### src/shared/ddc_regs_pkg.sv
// Package: offsets, field positions, reset values and carriers for the tuning and format bank
package ddc_regs_pkg;

  ////////////////////////////////////////////////////////////////////////////
  // Serial frame layout: read flag, address, data, most significant bit first
  localparam int ADDR_W = 15;
  localparam int DATA_W = 8;
  localparam int HEAD_W = 1 + ADDR_W;
  localparam logic [4:0] HEAD_LAST = 5'h0F;
  localparam logic [4:0] DATA_LAST = 5'h07;

  ////////////////////////////////////////////////////////////////////////////
  // Register offsets
  localparam logic [ADDR_W-1:0] SOFT_RESET_OFS = 15'h0000;
  localparam logic [ADDR_W-1:0] TUNE_B0_OFS = 15'h0031;
  localparam logic [ADDR_W-1:0] TUNE_B1_OFS = 15'h0032;
  localparam logic [ADDR_W-1:0] TUNE_B2_OFS = 15'h0033;
  localparam logic [ADDR_W-1:0] TUNE_B3_OFS = 15'h0034;
  localparam logic [ADDR_W-1:0] CODING_A_OFS = 15'h008F;
  localparam logic [ADDR_W-1:0] CODING_B_OFS = 15'h0092;

  // Register slots in the bank, in this order
  localparam int NUM_REGS = 6;
  localparam int CODING_A_IDX = 4;
  localparam int CODING_B_IDX = 5;
  localparam logic [NUM_REGS-1:0][ADDR_W-1:0] REG_OFS = {
    CODING_B_OFS, CODING_A_OFS, TUNE_B3_OFS, TUNE_B2_OFS, TUNE_B1_OFS, TUNE_B0_OFS
  };

  ////////////////////////////////////////////////////////////////////////////
  // Fields and reset values
  localparam int SOFT_RESET_BIT = 0;
  localparam int CODING_SEL_BIT = 1;
  localparam logic [DATA_W-1:0] TUNE_RESET = 8'h00;
  localparam logic [DATA_W-1:0] CODING_RESET = 8'h00;
  localparam logic [DATA_W-1:0] UNMAPPED_READ = 8'h00;

  ////////////////////////////////////////////////////////////////////////////
  // Carriers
  typedef struct packed {
    logic rd;
    logic [ADDR_W-1:0] addr;
  } spi_head_s;

  typedef struct packed {
    logic [ADDR_W-1:0] addr;
    logic [DATA_W-1:0] data;
  } reg_write_s;

  typedef enum logic [1:0] {
    ST_IDLE = 2'b00,
    ST_HEAD = 2'b01,
    ST_DATA = 2'b10,
    ST_DONE = 2'b11
  } spi_state_e;

endpackage

### src/hdl/cfg_byte_reg.sv
// One byte-wide configuration register with write, clear and reset
`timescale 1ns/10ps
module cfg_byte_reg
  import ddc_regs_pkg::*;
#(
  parameter logic [DATA_W-1:0] RESET_VAL = 8'h00
)
(
  input wire logic ref_clk,
  input wire logic resetn,
  input wire logic clr,
  input wire logic we,
  input wire logic [DATA_W-1:0] d,
  output logic [DATA_W-1:0] q
);

  // Clear wins over a write in the same cycle
  always_ff @(posedge ref_clk or negedge resetn)
  begin
    if (!resetn)
    begin
      q <= RESET_VAL;
    end
    else if (clr)
    begin
      q <= RESET_VAL;
    end
    else if (we)
    begin
      q <= d;
    end
  end

endmodule

### src/hdl/ddc_tuning_format_regs.sv
// Tuning word and output coding registers behind the serial control port
`timescale 1ns/10ps
module ddc_tuning_format_regs
  import ddc_regs_pkg::*;
#(
  parameter int SAMPLE_W = 18
)
(
  input wire logic ref_clk,
  input wire logic resetn,
  input wire logic sen_n,
  input wire logic sclk,
  input wire logic sdio_in,
  output logic sdio_out,
  output logic sdio_oe,
  input wire logic real_decim,
  input wire logic [SAMPLE_W-1:0] sample_a_in,
  input wire logic [SAMPLE_W-1:0] sample_b_in,
  output logic [31:0] chan_b_tuning_word,
  output logic chan_a_offset_bin,
  output logic chan_b_offset_bin,
  output logic [SAMPLE_W-1:0] sample_a_out,
  output logic [SAMPLE_W-1:0] sample_b_out
);

  ////////////////////////////////////////////////////////////////////////////
  // Serial port edge detection; pins are synchronous to ref_clk
  logic sclk_q;
  logic sclk_rise;
  logic sclk_fall;
  spi_state_e state_q;
  logic [4:0] cnt_q;
  logic [HEAD_W-1:0] head_shift_q;
  logic [DATA_W-1:0] data_shift_q;
  logic [DATA_W-1:0] rd_shift_q;
  spi_head_s head_q;
  spi_head_s head_next;
  logic wr_stb_q;
  reg_write_s wr_q;
  logic soft_rst_q;
  logic sdio_out_q;
  logic sdio_oe_q;
  logic [NUM_REGS-1:0][DATA_W-1:0] reg_val;
  logic [DATA_W-1:0] rd_data;

  assign sclk_rise = sclk & ~sclk_q & ~sen_n;
  assign sclk_fall = ~sclk & sclk_q & ~sen_n;
  assign head_next = spi_head_s'({head_shift_q[HEAD_W-2:0], sdio_in});

  always_ff @(posedge ref_clk or negedge resetn)
  begin
    if (!resetn)
    begin
      sclk_q <= 1'b0;
    end
    else
    begin
      sclk_q <= sclk;
    end
  end

  ////////////////////////////////////////////////////////////////////////////
  // Frame sequencer; a frame ends only when the select pin rises
  always_ff @(posedge ref_clk or negedge resetn)
  begin
    if (!resetn)
    begin
      state_q <= ST_IDLE;
      cnt_q <= 5'h00;
    end
    else if (sen_n)
    begin
      state_q <= ST_IDLE;
      cnt_q <= 5'h00;
    end
    else
    begin
      case (state_q)
        ST_IDLE:
        begin
          state_q <= ST_HEAD;
          cnt_q <= 5'h00;
        end
        ST_HEAD:
        begin
          if (sclk_rise)
          begin
            if (cnt_q == HEAD_LAST)
            begin
              state_q <= ST_DATA;
              cnt_q <= 5'h00;
            end
            else
            begin
              cnt_q <= cnt_q + 5'h01;
            end
          end
        end
        ST_DATA:
        begin
          if (sclk_rise)
          begin
            if (cnt_q == DATA_LAST)
            begin
              state_q <= ST_DONE;
            end
            else
            begin
              cnt_q <= cnt_q + 5'h01;
            end
          end
        end
        default:
        begin
          // Extra clocks after the data byte are ignored
          state_q <= ST_DONE;
        end
      endcase
    end
  end

  ////////////////////////////////////////////////////////////////////////////
  // Shift registers for header and write data
  always_ff @(posedge ref_clk or negedge resetn)
  begin
    if (!resetn)
    begin
      head_shift_q <= '0;
      head_q <= '0;
      data_shift_q <= 8'h00;
    end
    else if (sclk_rise && (state_q == ST_HEAD))
    begin
      head_shift_q <= head_next;
      if (cnt_q == HEAD_LAST)
      begin
        head_q <= head_next;
      end
    end
    else if (sclk_rise && (state_q == ST_DATA))
    begin
      data_shift_q <= {data_shift_q[DATA_W-2:0], sdio_in};
    end
  end

  ////////////////////////////////////////////////////////////////////////////
  // Write strobe, one cycle after the last data bit
  always_ff @(posedge ref_clk or negedge resetn)
  begin
    if (!resetn)
    begin
      wr_stb_q <= 1'b0;
      wr_q <= '0;
    end
    else
    begin
      wr_stb_q <= sclk_rise && (state_q == ST_DATA) && (cnt_q == DATA_LAST) && !head_q.rd;
      if (sclk_rise && (state_q == ST_DATA) && (cnt_q == DATA_LAST))
      begin
        wr_q <= '{addr: head_q.addr, data: {data_shift_q[DATA_W-2:0], sdio_in}};
      end
    end
  end

  // Software reset self-clears: it is a one-cycle pulse and reads back as zero
  always_ff @(posedge ref_clk or negedge resetn)
  begin
    if (!resetn)
    begin
      soft_rst_q <= 1'b0;
    end
    else
    begin
      soft_rst_q <= wr_stb_q && (wr_q.addr == SOFT_RESET_OFS) && wr_q.data[SOFT_RESET_BIT];
    end
  end

  ////////////////////////////////////////////////////////////////////////////
  // Read path: byte is latched with the header and driven out on falling edges
  always_comb
  begin
    rd_data = UNMAPPED_READ;
    for (int i = 0; i < NUM_REGS; i++)
    begin
      if (head_next.addr == REG_OFS[i])
      begin
        rd_data = reg_val[i];
      end
    end
  end

  always_ff @(posedge ref_clk or negedge resetn)
  begin
    if (!resetn)
    begin
      rd_shift_q <= 8'h00;
      sdio_out_q <= 1'b0;
      sdio_oe_q <= 1'b0;
    end
    else if (sen_n)
    begin
      sdio_out_q <= 1'b0;
      sdio_oe_q <= 1'b0;
    end
    else if (sclk_rise && (state_q == ST_HEAD) && (cnt_q == HEAD_LAST))
    begin
      rd_shift_q <= rd_data;
      sdio_oe_q <= head_next.rd;
    end
    else if (sclk_fall && (state_q == ST_DATA) && head_q.rd)
    begin
      sdio_out_q <= rd_shift_q[DATA_W-1];
      rd_shift_q <= {rd_shift_q[DATA_W-2:0], 1'b0};
    end
    else if (state_q == ST_DONE)
    begin
      sdio_oe_q <= 1'b0;
    end
  end

  assign sdio_out = sdio_out_q;
  assign sdio_oe = sdio_oe_q;

  ////////////////////////////////////////////////////////////////////////////
  // Register bank
  genvar g;
  generate
    for (g = 0; g < NUM_REGS; g++)
    begin : g_reg
      localparam bit IS_TUNE = (g < CODING_A_IDX);
      logic we;
      logic clr;
      // Real decimation holds the tuning bytes at zero and blocks writes to them
      assign we = wr_stb_q && (wr_q.addr == REG_OFS[g]) && !(IS_TUNE && real_decim);
      assign clr = soft_rst_q || (IS_TUNE && real_decim);
      cfg_byte_reg #(
        .RESET_VAL(IS_TUNE ? TUNE_RESET : CODING_RESET)
      ) u_reg (
        .ref_clk(ref_clk),
        .resetn(resetn),
        .clr(clr),
        .we(we),
        .d(wr_q.data),
        .q(reg_val[g])
      );
    end
  endgenerate

  // Reserved format bits are stored as written; software keeps them zero
  assign chan_b_tuning_word = {reg_val[3], reg_val[2], reg_val[1], reg_val[0]};
  assign chan_a_offset_bin = reg_val[CODING_A_IDX][CODING_SEL_BIT];
  assign chan_b_offset_bin = reg_val[CODING_B_IDX][CODING_SEL_BIT];

  ////////////////////////////////////////////////////////////////////////////
  // Output coding: offset binary is two's complement with the sign bit flipped
  always_ff @(posedge ref_clk or negedge resetn)
  begin
    if (!resetn)
    begin
      sample_a_out <= '0;
      sample_b_out <= '0;
    end
    else
    begin
      sample_a_out <= {sample_a_in[SAMPLE_W-1] ^ chan_a_offset_bin,
                       sample_a_in[SAMPLE_W-2:0]};
      sample_b_out <= {sample_b_in[SAMPLE_W-1] ^ chan_b_offset_bin,
                       sample_b_in[SAMPLE_W-2:0]};
    end
  end

endmodule

### config.mk
export PLATFORM = sky130hd
export DESIGN_NAME = ddc_tuning_format_regs
export DESIGN_NICKNAME = d
export VERILOG_FILES = /design/src/shared/ddc_regs_pkg.sv /design/src/hdl/cfg_byte_reg.sv /design/src/hdl/ddc_tuning_format_regs.sv
export SDC_FILE = /design/constraint.sdc
export NUM_CORES = 1
export LEC_CHECK = 0
export BUFFER_PORTS_ARGS = -buffer_cell sky130_fd_sc_hd__buf_4
export CORE_MARGIN = 2
export CORE_UTILIZATION = 56
export DETAILED_ROUTE_END_ITERATION = 12
export PLACE_DENSITY = 0.84
export SKIP_LAST_GASP = 1
export SLEW_MARGIN = 5
export SYNTH_ARGS = -nofsm -noshare
export SYNTH_HDL_FRONTEND = slang
export SYNTH_SLANG_ARGS = --single-unit
### constraint.sdc
create_clock -name ref_clk -period 2.64 [get_ports ref_clk]
set_clock_uncertainty 0.15 [all_clocks]
set_input_delay 0.132 -clock ref_clk [delete_from_list [all_inputs] [get_ports ref_clk]]
set_output_delay 0.132 -clock ref_clk [all_outputs]
set_load 0.01 [all_outputs]
==> results.json <==
{
  "async_flop_share_pct": 100,
  "gp_routability_congestion": 0.890,
  "ios": 114,
  "power_mw": 5.66,
  "vias": 5259,
  "fillCellCount": 730,
  "p_leak_nw": 4.52,
  "first_pass_iters": 5,
  "synthXorXnorAreaFrac_pct": 0.253,
  "grtUsageTotal_pct": 28.2,
  "clk_latency_ns": 0.43,
  "setup_tns_ns": 0,
  "synth_mux_area_share_pct": 15.5,
  "rows": 40,
  "dieWidth_um": 115,
  "drtIter0Drc": 404,
  "power_frac_seq_pct": 47.3,
  "r2r_start": "head_shift_q[9]",
  "clkTransAtPathRegs_ns": 0.07,
  "yosys.area.top_type": "dfrtp_1",
  "rsz0062_at_grt": "no",
  "ys_seq_area_share_pct": 59.6,
  "hp-class": "in2async",
  "grt-ovfl-total": 0,
  "final_layout_size_suffix_gt1_share_pct": 30.2,
  "status": "finished, final reports clean",
  "antenna_found_initial": 0,
  "start_util_pct": 57.4,
  "root_buffer": "clkbuf_16",
  "p_sw_mw": 1.45,
  "min_period_ns": 2.35,
  "synth_seq_cells": 165,
  "crit_arrival_ns": 2.50,
  "synth-edff-count": 0,
  "diodes": 0,
  "synth-compound-area-share_pct": 5.71,
  "start_kind": "register",
  "final_nets": 788,
  "syn_nets": 630,
  "clock_path_buffers": 2,
  "yosys.area_share.simple_pct": 15.5,
  "wire_per_inst_um": 19.2,
  "cp_max_fo": 14,
  "power.share.switching_pct": 25.6,
  "synth_top_family_by_area": "simple AND/OR/NAND/NOR gates",
  "hold_buffers": 40,
  "synth_common_cells": "165 x dfrtp_1, 76 x nor2_1, 65 x nand2_1",
  "p_int_mw": 4.21,
  "clockPowerShare_pct": 41.8,
  "maxCapViolations": 0,
  "synthFlopType": "dfrtp_1",
  "synth.most_common_cell": "dfrtp_1",
  "detail-route-antenna-nets": 0,
  "yosysWarnings": 0,
  "io_buffers": 113,
  "grt_max_degree": 75,
  "dpl.hpwl_mm": 10.9,
  "slew-limit-headroom_pct": 52.9,
  "cts_tree": "yes",
  "min_period_over_period_pct": 88.9,
  "syn_to_final_growth_pct": 29.7,
  "synth_area_mm2": 0.00692,
  "route.detailed.drc": 0,
  "setup_violations": 0,
  "coreArea_mm2": 0.0121,
  "worst_pin_slew_ns": 0.706,
  "synth_area_leaders": "dfrtp_1 60%, mux2_2 7.8%, mux2i_1 7.7%",
  "clock-sinks": 165,
  "maxSlewViolCount": 0,
  "synth_top_cell_area_share_pct": 59.6,
  "grt_pass1_wl_mm": 28.3,
  "vias_per_cell": 5.72,
  "numCtsBuffers": 17,
  "hold_viol": 0,
  "irDropWorstVdd_mv": 0.616,
  "die_h_um": 115,
  "synthCells": 581,
  "reg2reg_to": "rd_shift_q[3]",
  "grt_pass1_vias": 5314,
  "syn-mean-instance-area_um2": 11.9,
  "reg2reg_depth": 5,
  "wl_mm": 17.7,
  "synth_cell_types": 53,
  "crit_type": "reg2reg",
  "die_area_mm2": 0.0133,
  "fmax_mhz": 426,
  "p_comb_share_pct": 10.8,
  "synthAdderAreaFrac_pct": 1.26,
  "cellPowerDensity_mw_per_mm2": 630,
  "r2r_slack_ns": 0.29,
  "crit_required_ns": 2.80,
  "endpoint_kind": "register",
  "postCtsSetupBuffers": 0,
  "ctsHtreeMaxLevel": 4,
  "ctsResizeCount": 0
}
## state kept, by name, summed over array words and instances (netlist names)
name	count
g.u_reg.q	48
sample_a_out	18
rd_shift_q	8
wr_q	23
g.clr	1
sdio_oe	1
sdio_out	1
sample_b_out	18
sclk_q	1
data_shift_q	7
head_shift_q	15
cnt_q	5
state_q	2
wr_stb_q	1
head_q	16
## metal layers
layer / GRT usage [%] / routed length, um / part of all wire [%] / vias to the layer above
li1: - / - / - / 2342
met1: 38.1 / 7480 / 42 / 2642
met2: 45.2 / 8730 / 49 / 242
met3: 7.27 / 1190 / 6.7 / 33
met4: 8.92 / 283 / 1.6 / 0
met5: 0 / 0 / 0 / -
## worst max-delay path: stages, from the launching register on
cell and delay (ns):
dfrtp_1 0.43, or4_4 0.58, nor3_4 0.51, a31oi_1 0.18, a211o_1 0.31, o41ai_1 0.07
## worst max path at each step
| stage | from | to | slack [ns] | cells after the start |
|---|---|---|---|---|
| final | head_shift_q[9] | rd_shift_q[3] | 0.29 | 5 |
| after global routing | state_q[0] | wr_q[4] | 0.17 | 6 |
| after CTS | head_shift_q[9] | rd_shift_q[3] | 0.29 | 5 |
| after detailed placement | head_shift_q[9] | rd_shift_q[5] | 0.36 | 5 |
| after global placement | head_shift_q[9] | rd_shift_q[4] | 0.45 | 5 |
| after floorplan | state_q[0] | wr_q[10] | 0.45 | 8 |
## cell families (layout without fill, tap and decap cells)
family / after synthesis / in the layout
flops: 165 / 165
fa+ha+maj: 7 / 7
mux: 101 / 101
simple gates: 211 / 211
buf+inv: 37 / 207
xor+xnor: 2 / 2
compound gates: 58 / 58
## power by group through the flow
| stage | combinational [mW] | clock, mW | sequential (mW) |
|---|---|---|---|
| global route | 0.665 | 2.51 | 2.69 |
| CTS | 0.602 | 2.39 | 2.67 |
| global placement | 0.529 | 0 | 2.71 |
| finish | 0.614 | 2.37 | 2.68 |
| detailed placement | 0.551 | 0 | 2.72 |
| floorplan | 0.280 | 0 | 2.72 |
## per-stage QoR
step | utilization (%) | instance area [um^2] | std cells | worst slack [ns] | hold slack [ns]
2_1_floorplan | - | 6920 | 581 | 0.454 | -0.314
6_report | 74.5 | 8980 | 919 | 0.292 | 0.151
3_3_place_gp | 66.5 | 8020 | 848 | 0.446 | 0.0502
4_1_cts | 74.5 | 8980 | 919 | 0.289 | 0.181
5_1_grt | 74.5 | 8980 | 919 | 0.169 | 0.195
3_5_place_dp | 66.5 | 8020 | 848 | 0.361 | 0.0577
## layout make-up
class	instances	area, um^2	share of cell area, %
Sequential cell	165	4130	46.0
Multi-Input combinational cell	379	2650	29.5
Timing Repair Buffer	170	1410	15.6
Clock buffer	18	439	4.89
Tap cell	168	210	2.34
Clock inverter	13	125	1.39
Inverter	6	22.5	0.251
## placed cells by master (no fill, tap or decap), types with 7 or more instances in the layout
cell / n
nor2_1: 76
buf_4: 127
dlygate4sd3_1: 40
mux2i_1: 53
dfrtp_1: 165
nor2b_1: 7
a21oi_1: 14
mux2_2: 48
nand2_1: 65
a211oi_1: 7
nand3_1: 16
clkbuf_16: 17
ha_1: 7
o21ai_0: 8
Power figures use the tool's default switching activity.
